<file path="config.mk">
export PLATFORM = sky130hd
export DESIGN_NAME = commutation_core
export DESIGN_NICKNAME = d
export VERILOG_FILES = /design/src/commutation_core.v /design/src/direction_path.v
export VERILOG_INCLUDE_DIRS = /design/src
export SDC_FILE = /design/constraint.sdc
export NUM_CORES = 1
export LEC_CHECK = 0
export BUFFER_PORTS_ARGS = -buffer_cell sky130_fd_sc_hd__buf_2
export CAP_MARGIN = 40
export CORE_ASPECT_RATIO = 0.7
export CORE_UTILIZATION = 57
export CTS_CLUSTER_DIAMETER = 200
export CTS_CLUSTER_SIZE = 8
export DETAILED_ROUTE_END_ITERATION = 7
export PLACE_DENSITY = 0.74
export SLEW_MARGIN = 20
export SYNTH_ARGS = -nofsm -noshare
export SYNTH_HDL_FRONTEND = slang
export SYNTH_SLANG_ARGS = --single-unit
</file>
<file path="constraint.sdc">
create_clock -name core_clk -period 4.2 [get_ports core_clk]
set_input_delay 0.63 -clock core_clk [delete_from_list [all_inputs] [get_ports core_clk]]
set_output_delay 0.63 -clock core_clk [all_outputs]
set_load 0.01 [all_outputs]
</file>
<file path="src/commutation_defs.vh">
// Purpose: shared constants for the commutation core
// Assumes: 100 MHz core_clk
// Notes: sensor code order is {c, b, a}
`ifndef COMMUTATION_DEFS_VH
`define COMMUTATION_DEFS_VH
`define CORE_CLK_MHZ 100
`define TACH_PULSE_NS 1000
`define TACH_PULSE_CYCLES ((`TACH_PULSE_NS * `CORE_CLK_MHZ) / 1000)
`define DRIVE_OFF 3'h0
`define UPPER_IDX 0
`define LOWER_IDX 3
`define SYNC_A_BIT 0
`define SYNC_C_BIT 2
`define SYNC_DIR_BIT 3
`define SYNC_SLOW_BIT 4
`define SYNC_OSC_BIT 5
`define SYNC_TRIP_BIT 6
`define SYNC_FAULT_BIT 7
`endif

</file>
<file path="src/commutation_core.v">
// Purpose: rotor sensor commutation with safe direction reversal
// Assumes: sensor, direction and comparator inputs are asynchronous pins
// Notes: analog comparators are seen only as their logic results
// Notes: drives are registered, so a pin change shows three edges later, a comparator trip or period start four
// Functional notes
// - sensors and registered direction decode into upper and lower drives.
// - direction passes a latch then a two-bit register before decoding.
// - the latch is transparent while slow rotation is indicated.
// - the latch holds its value while rotation is not slow.
// - all drives are off while latch or register stages disagree.
// - the register advances on the oscillator so a change lands in one to two periods.
// - every direction request toggle starts or restarts the tachometer pulse.
// - a comparator trip clears the chop latch and forces the chop off state.
// - the comparator result (error output above ramp) is the chop request.
// - overcurrent commands soft start and holds drives off while present.
`include "commutation_defs.vh"
`timescale 1ns/1ps
`default_nettype none
module commutation_core
#(
    parameter TACH_CYCLES = `TACH_PULSE_CYCLES
)
(
    // clock and reset
    input wire core_clk,
    input wire rst_n,
    // rotor sensors
    input wire rotor_sensor_a,
    input wire rotor_sensor_b,
    input wire rotor_sensor_c,
    // direction and speed
    input wire dir_req,
    input wire speed_below_threshold,
    // pwm and protection
    input wire osc_period_start,
    input wire pwm_comparator_trip,
    input wire overcurrent,
    // outputs
    output reg [2:0] upper_switch_drive,
    output reg [2:0] lower_switch_drive,
    output reg rotation_pulse_output,
    output reg soft_start_cmd
);
    reg [7:0] s1_q;
    reg [7:0] s2_q;
    reg [2:0] ready_q;
    reg osc_prev_q;
    reg dir_prev_q;
    reg chop_q;
    reg [15:0] tach_cnt_q;
    wire sync_dir;
    wire sync_slow;
    wire sync_osc;
    wire sync_trip;
    wire sync_fault;
    wire dir_decoded;
    wire dir_mismatch;
    wire osc_tick;
    wire dir_toggle;
    wire blank_all;
    wire chop_off;
    wire [2:0] code;
    wire [2:0] up_dec;
    wire [2:0] lo_dec;
    reg [2:0] up_d;
    reg [2:0] lo_d;
    // two-flop sync of all pin inputs
    // sync word, low to high: sensors a b c, direction, slow, oscillator, trip, fault
    always @(posedge core_clk)
    begin
        if (!rst_n)
        begin
            s1_q <= 8'h00;
            s2_q <= 8'h00;
        end
        else
        begin
            s1_q <= {overcurrent, pwm_comparator_trip, osc_period_start, speed_below_threshold,
                dir_req, rotor_sensor_c, rotor_sensor_b, rotor_sensor_a};
            s2_q <= s1_q;
        end
    end
    // edge detectors trust history only once sync and previous-value flops
    // hold real pin levels, otherwise a pin high at reset fakes an edge
    always @(posedge core_clk)
    begin
        if (!rst_n)
            ready_q <= 3'h0;
        else
            ready_q <= {ready_q[1:0], 1'b1};
    end
    assign code = s2_q[`SYNC_C_BIT:`SYNC_A_BIT];
    assign sync_dir = s2_q[`SYNC_DIR_BIT];
    assign sync_slow = s2_q[`SYNC_SLOW_BIT];
    assign sync_osc = s2_q[`SYNC_OSC_BIT];
    assign sync_trip = s2_q[`SYNC_TRIP_BIT];
    assign sync_fault = s2_q[`SYNC_FAULT_BIT];
    assign osc_tick = ready_q[2] && sync_osc && !osc_prev_q;
    assign dir_toggle = ready_q[2] && (sync_dir != dir_prev_q);
    direction_path u_dir
    (
        .core_clk(core_clk),
        .rst_n(rst_n),
        .dir_req(sync_dir),
        .slow_rotation(sync_slow),
        .osc_tick(osc_tick),
        .dir_decoded(dir_decoded),
        .dir_mismatch(dir_mismatch)
    );
    function [5:0] decode;
        input [2:0] c;
        input d;
        begin
            case (c)
                3'h1: decode = d ? {3'h2, 3'h1} : {3'h1, 3'h2};
                3'h3: decode = d ? {3'h4, 3'h1} : {3'h1, 3'h4};
                3'h2: decode = d ? {3'h4, 3'h2} : {3'h2, 3'h4};
                3'h6: decode = d ? {3'h1, 3'h2} : {3'h2, 3'h1};
                3'h4: decode = d ? {3'h1, 3'h4} : {3'h4, 3'h1};
                3'h5: decode = d ? {3'h2, 3'h4} : {3'h4, 3'h2};
                default: decode = {`DRIVE_OFF, `DRIVE_OFF};
            endcase
        end
    endfunction
    // previous levels for the edge detectors
    always @(posedge core_clk)
    begin
        if (!rst_n)
        begin
            osc_prev_q <= 1'b0;
            dir_prev_q <= 1'b0;
        end
        else
        begin
            osc_prev_q <= sync_osc;
            dir_prev_q <= sync_dir;
        end
    end
    // set at period start
    // trip dominance keeps a tripped cycle chopped to its end
    always @(posedge core_clk)
    begin
        if (!rst_n)
            chop_q <= 1'b0;
        else if (sync_trip)
            chop_q <= 1'b0;
        else if (osc_tick)
            chop_q <= 1'b1;
    end
    // pulse on direction toggle
    // a toggle inside a running pulse restarts its width
    always @(posedge core_clk)
    begin
        if (!rst_n)
        begin
            tach_cnt_q <= 16'h0000;
            rotation_pulse_output <= 1'b0;
        end
        else if (dir_toggle)
        begin
            tach_cnt_q <= TACH_CYCLES[15:0];
            rotation_pulse_output <= 1'b1;
        end
        else if (tach_cnt_q > 16'h0001)
        begin
            tach_cnt_q <= tach_cnt_q - 16'h0001;
        end
        else
        begin
            tach_cnt_q <= 16'h0000;
            rotation_pulse_output <= 1'b0;
        end
    end
    always @(posedge core_clk)
    begin
        if (!rst_n)
            soft_start_cmd <= 1'b0;
        else
            soft_start_cmd <= sync_fault;
    end
    // registered drives keep decode glitches off the switch pins
    always @(posedge core_clk)
    begin
        if (!rst_n)
        begin
            upper_switch_drive <= `DRIVE_OFF;
            lower_switch_drive <= `DRIVE_OFF;
        end
        else
        begin
            upper_switch_drive <= up_d;
            lower_switch_drive <= lo_d;
        end
    end
    assign {up_dec, lo_dec} = decode(code, dir_decoded);
    assign blank_all = dir_mismatch || sync_fault;
    assign chop_off = !chop_q;
    always @*
    begin
        up_d = up_dec;
        lo_d = lo_dec;
        if (blank_all)
        begin
            up_d = `DRIVE_OFF;
            lo_d = `DRIVE_OFF;
        end
        else if (chop_off)
        begin
            up_d = `DRIVE_OFF;
        end
    end
endmodule // commutation_core
`default_nettype wire

</file>
<file path="src/direction_path.v">
// Purpose: direction latch and two-stage direction register
// Assumes: osc_tick is a one-cycle pulse on core_clk
// Notes: reports a mismatch while any stage is still settling
`timescale 1ns/1ps
`default_nettype none
module direction_path
(
    // clock and reset
    input wire core_clk,
    input wire rst_n,
    // controls
    input wire dir_req,
    input wire slow_rotation,
    input wire osc_tick,
    // results
    output wire dir_decoded,
    output wire dir_mismatch
);
    reg latch_q;
    reg [1:0] shift_q;
    always @(posedge core_clk)
    begin
        if (!rst_n)
            latch_q <= 1'b0;
        else if (slow_rotation)
            latch_q <= dir_req;
    end
    always @(posedge core_clk)
    begin
        if (!rst_n)
            shift_q <= 2'h0;
        else if (osc_tick)
            shift_q <= {shift_q[0], latch_q};
    end
    assign dir_decoded = shift_q[1];
    assign dir_mismatch = (slow_rotation && (dir_req != latch_q)) || (latch_q != shift_q[0])
        || (shift_q[0] != shift_q[1]);
endmodule // direction_path
`default_nettype wire

</file>
==> impl_metrics.prom <==
# TYPE chip_impl_metric gauge
chip_impl_metric{name="postRouteAntennaNets",unit=""} 0
chip_impl_metric{name="synth.cell_area",unit="mm^2"} 0.00187
chip_impl_metric{name="cp_num_buf_inv",unit=""} 1
chip_impl_info{name="rsz0062_at_grt",value="false"} 1
chip_impl_metric{name="gr-total-overflow",unit=""} 0
chip_impl_info{name="crit_path_capture_type",value="flip-flop"} 1
chip_impl_metric{name="dr.pass1.iters",unit=""} 4
chip_impl_metric{name="largest_net_degree_at_the_start_of_global_routing",unit=""} 28
chip_impl_metric{name="grt_first_pass_wirelength",unit="um"} 5200
chip_impl_metric{name="pre_cts_slack",unit="ns"} 2.29
chip_impl_info{name="critPathLaunchType",value="flip-flop"} 1
chip_impl_info{name="cp_top_family",value="simple AND/OR/NAND/NOR gates"} 1
chip_impl_metric{name="ys_seq_elements",unit=""} 49
chip_impl_metric{name="remaining_design_rule_violation_count",unit=""} 0
chip_impl_metric{name="detail_routed_via_count_per_cell",unit=""} 5.58
chip_impl_metric{name="worst_clock_skew",unit="ns"} 0.00804
chip_impl_metric{name="fp.dieArea",unit="mm^2"} 0.00351
chip_impl_metric{name="layout-area-overhead-vs-synth",unit="%"} 9.99
chip_impl_metric{name="final.setup.worst_slack",unit="ns"} 2.29
chip_impl_info{name="mostFrequentLayoutCell",value="sky130_fd_sc_hd__dfxtp_1"} 1
chip_impl_metric{name="synthCells",unit=""} 181
chip_impl_info{name="worstHoldPathType",value="reg2reg"} 1
chip_impl_metric{name="detailroute.via_count",unit=""} 1317
chip_impl_metric{name="global_route.usage.total",unit=""} 0.192
chip_impl_metric{name="antenna_violations_before_repair",unit=""} 0
chip_impl_metric{name="clockBufferDepth",unit=""} 2
chip_impl_metric{name="timing.final.max_slew_violations",unit=""} 0
chip_impl_metric{name="core_area",unit="mm^2"} 0.00294
chip_impl_metric{name="number_of_maximum_capacitance_violations",unit=""} 0
chip_impl_metric{name="worstPathMaxFanout",unit=""} 6
chip_impl_metric{name="drt-wirelength-per-cell",unit="um"} 12.8
chip_impl_metric{name="place_hpwl",unit="um"} 2140
chip_impl_metric{name="static_leakage",unit="uW"} 0.000828
chip_impl_metric{name="antenna_cells_inserted",unit=""} 0
chip_impl_metric{name="synthesis.nets",unit=""} 193
chip_impl_metric{name="cts-resized-gates",unit=""} 0
chip_impl_metric{name="clock.fmax",unit="GHz"} 0.525
chip_impl_metric{name="clkSlewWorstSetupHoldPaths",unit="ns"} 0.08
chip_impl_metric{name="clock_insertion_delay_worst_skew",unit="ns"} 0.29
chip_impl_metric{name="drive_above_1_share",unit=""} 0.210
chip_impl_metric{name="drt-initial-drc-count",unit=""} 42
chip_impl_info{name="clock_tree_from_tritoncts",value="yes"} 1
chip_impl_metric{name="first_global_vias",unit=""} 1218
chip_impl_metric{name="hold_viol",unit=""} 0
chip_impl_metric{name="h_tree_depth",unit=""} 2
chip_impl_metric{name="cellPowerDensity",unit="mW/mm^2"} 626
chip_impl_info{name="run_status",value="finished clean"} 1
chip_impl_metric{name="yosys.cell_types.count",unit=""} 36
chip_impl_info{name="layout.cells.most_common_list",value="sky130_fd_sc_hd__dfxtp_1, sky130_fd_sc_hd__and2_1, sky130_fd_sc_hd__nor2_1, sky130_fd_sc_hd__buf_2, sky130_fd_sc_hd__a21oi_1"} 1
chip_impl_metric{name="yosys_warnings",unit=""} 0
chip_impl_metric{name="wl",unit="um"} 3010
chip_impl_metric{name="tightestPinTransition",unit="ns"} 0.635
chip_impl_metric{name="final_net_count",unit=""} 211
chip_impl_metric{name="die_w",unit="um"} 70.4
chip_impl_metric{name="crit_arrival",unit="ns"} 2.07
chip_impl_metric{name="clock_sinks",unit=""} 49
chip_impl_metric{name="gp_congestion",unit=""} 0.892
chip_impl_metric{name="maxSlewHeadroom",unit=""} 0.575
chip_impl_metric{name="yosysSeqAreaShare",unit=""} 0.525
chip_impl_metric{name="setup_violations",unit=""} 0
chip_impl_info{name="clk_root_buffer_cell",value="sky130_fd_sc_hd__clkbuf_8"} 1
chip_impl_info{name="critPathSlowestCell",value="sky130_fd_sc_hd__or4b_1"} 1
chip_impl_metric{name="worstPathRequired",unit="ns"} 4.36
chip_impl_metric{name="port_buffers",unit=""} 17
chip_impl_metric{name="ios",unit=""} 18
chip_impl_metric{name="syn_area_per_cell",unit="um^2"} 10.3
chip_impl_metric{name="critical_path.max_stage_delay",unit="ns"} 0.62
chip_impl_metric{name="fin_setup_tns",unit="ns"} 0
chip_impl_metric{name="post_cts_hold_buffer_count",unit=""} 0
chip_impl_metric{name="vdd_drop_max",unit="V"} 0.000411
chip_impl_info{name="critPathKind",value="reg2reg"} 1
chip_impl_metric{name="start_util",unit=""} 0.634
chip_impl_info{name="critical_path.cell_chain",value="inv_1 -> ha_1 -> or4b_1 -> nor4_2 -> xnor2_1 -> nor2_2"} 1
chip_impl_metric{name="cts_setup_buffers",unit=""} 0
chip_impl_metric{name="num_rows",unit=""} 16
chip_impl_metric{name="finalCriticalPeriod",unit="ns"} 1.91
chip_impl_metric{name="cts_made_buffers",unit=""} 5
chip_impl_metric{name="final_critical_path_share_of_the_clock_period",unit=""} 0.454
chip_impl_metric{name="die_h",unit="um"} 49.9
==> registers in the layout (all words and copies together) (netlist names) <==
name	cells
chop_q	1
dir_prev_q	1
lower_switch_drive	3
osc_prev_q	1
ready_q	3
rotation_pulse_output	1
s1_q	8
s2_q	8
soft_start_cmd	1
tach_cnt_q	16
u_dir.latch_q	1
u_dir.shift_q	2
upper_switch_drive	3
==> area by class of cell <==
cell class / instances / area, um^2
flip-flops and latches: 49 / 981
fillers: 234 / 890
multi-input cells: 122 / 845
repair buffers: 17 / 85.1
clock buffers: 6 / 72.6
well taps: 36 / 45.0
inverters: 4 / 15.0
clock inverters: 2 / 10.0
==> routing by layer <==
metal | up-vias | GRT usage | part of all wire
met1 | 617 | 0.244 | 0.50
li1 | 659 | - | -
met4 | 0 | 0.0800 | 0.0060
met2 | 37 | 0.305 | 0.43
met5 | - | 0 | 0
met3 | 4 | 0.0552 | 0.057
==> through the flow <==
step	power, uW	utilization	area (um^2)	std cells	hold slack (ns)
after global routing	1380	0.698	2050	236	0.400
after detailed placement	1030	0.670	1970	228	0.386
after floorplan	958	-	1870	181	0.370
after global placement	1020	0.670	1970	228	0.380
after CTS	1290	0.698	2050	236	0.401
final	1290	0.698	2050	236	0.394
==> synth_stat cells <==
| cell | n | share of area |
|---|---|---|
| sky130_fd_sc_hd__a2111oi_0 | 1 | 0.0047 |
| sky130_fd_sc_hd__a211oi_1 | 1 | 0.0040 |
| sky130_fd_sc_hd__a21oi_1 | 11 | 0.029 |
| sky130_fd_sc_hd__a41o_1 | 1 | 0.0054 |
| sky130_fd_sc_hd__and2_1 | 21 | 0.070 |
| sky130_fd_sc_hd__and3_1 | 1 | 0.0034 |
| sky130_fd_sc_hd__buf_2 | 3 | 0.0080 |
| sky130_fd_sc_hd__clkbuf_1 | 3 | 0.0060 |
| sky130_fd_sc_hd__dfxtp_1 | 49 | 0.53 |
| sky130_fd_sc_hd__ha_1 | 2 | 0.013 |
| sky130_fd_sc_hd__inv_1 | 4 | 0.0080 |
| sky130_fd_sc_hd__mux2i_1 | 3 | 0.016 |
| sky130_fd_sc_hd__nand2_1 | 4 | 0.0080 |
| sky130_fd_sc_hd__nand2b_1 | 1 | 0.0034 |
| sky130_fd_sc_hd__nand3_1 | 2 | 0.0054 |
| sky130_fd_sc_hd__nand3b_1 | 8 | 0.032 |
| sky130_fd_sc_hd__nand4_1 | 2 | 0.0067 |
| sky130_fd_sc_hd__nand4b_1 | 3 | 0.014 |
| sky130_fd_sc_hd__nor2_1 | 17 | 0.034 |
| sky130_fd_sc_hd__nor2_2 | 2 | 0.0067 |
| sky130_fd_sc_hd__nor3_1 | 3 | 0.0080 |
| sky130_fd_sc_hd__nor3_2 | 1 | 0.0054 |
| sky130_fd_sc_hd__nor4_1 | 3 | 0.010 |
| sky130_fd_sc_hd__nor4_2 | 3 | 0.020 |
| sky130_fd_sc_hd__nor4_4 | 1 | 0.011 |
| sky130_fd_sc_hd__o211ai_2 | 1 | 0.0067 |
| sky130_fd_sc_hd__o21ai_0 | 3 | 0.0080 |
| sky130_fd_sc_hd__o31ai_1 | 2 | 0.0080 |
| sky130_fd_sc_hd__o31ai_2 | 1 | 0.0067 |
| sky130_fd_sc_hd__or2_2 | 2 | 0.0067 |
| sky130_fd_sc_hd__or3b_2 | 6 | 0.028 |
| sky130_fd_sc_hd__or4_1 | 2 | 0.0080 |
| sky130_fd_sc_hd__or4_4 | 1 | 0.0060 |
| sky130_fd_sc_hd__or4b_1 | 1 | 0.0054 |
| sky130_fd_sc_hd__xnor2_1 | 6 | 0.028 |
| sky130_fd_sc_hd__xor2_1 | 6 | 0.028 |
==> cell families (layout without fill, tap and decap cells) <==
kind of cell / count (synthesis) / in the layout / share of synthesized area
compound gates: 21 / 21 / 0.0731
xor+xnor: 12 / 12 / 0.0563
buf+inv: 10 / 29 / 0.0221
simple gates: 84 / 84 / 0.294
fa+ha+maj: 2 / 2 / 0.0134
flops: 49 / 49 / 0.525
mux: 3 / 3 / 0.0161
==> power by group <==
part           total (uW)  internal, uW  switching [uW]
clock                 257           116             142
sequential            614           533            82.0
combinational         414           187             227
==> final timing paths <==
check                           cells past startpoint  slack [ns]                     start                        end
worst max-delay path                                6        2.29  tach_cnt_q[0]$_SDFF_PP0_  tach_cnt_q[14]$_SDFF_PP0_
worst min-delay path                                1        0.39        s2_q[6]$_SDFF_PN0_        chop_q$_SDFFE_PP0P_
worst max register to register                      6        2.29  tach_cnt_q[0]$_SDFF_PP0_  tach_cnt_q[14]$_SDFF_PP0_
worst min register to register                      1        0.39        s2_q[6]$_SDFF_PN0_        chop_q$_SDFFE_PP0P_
(Power assumes the default switching activity.)
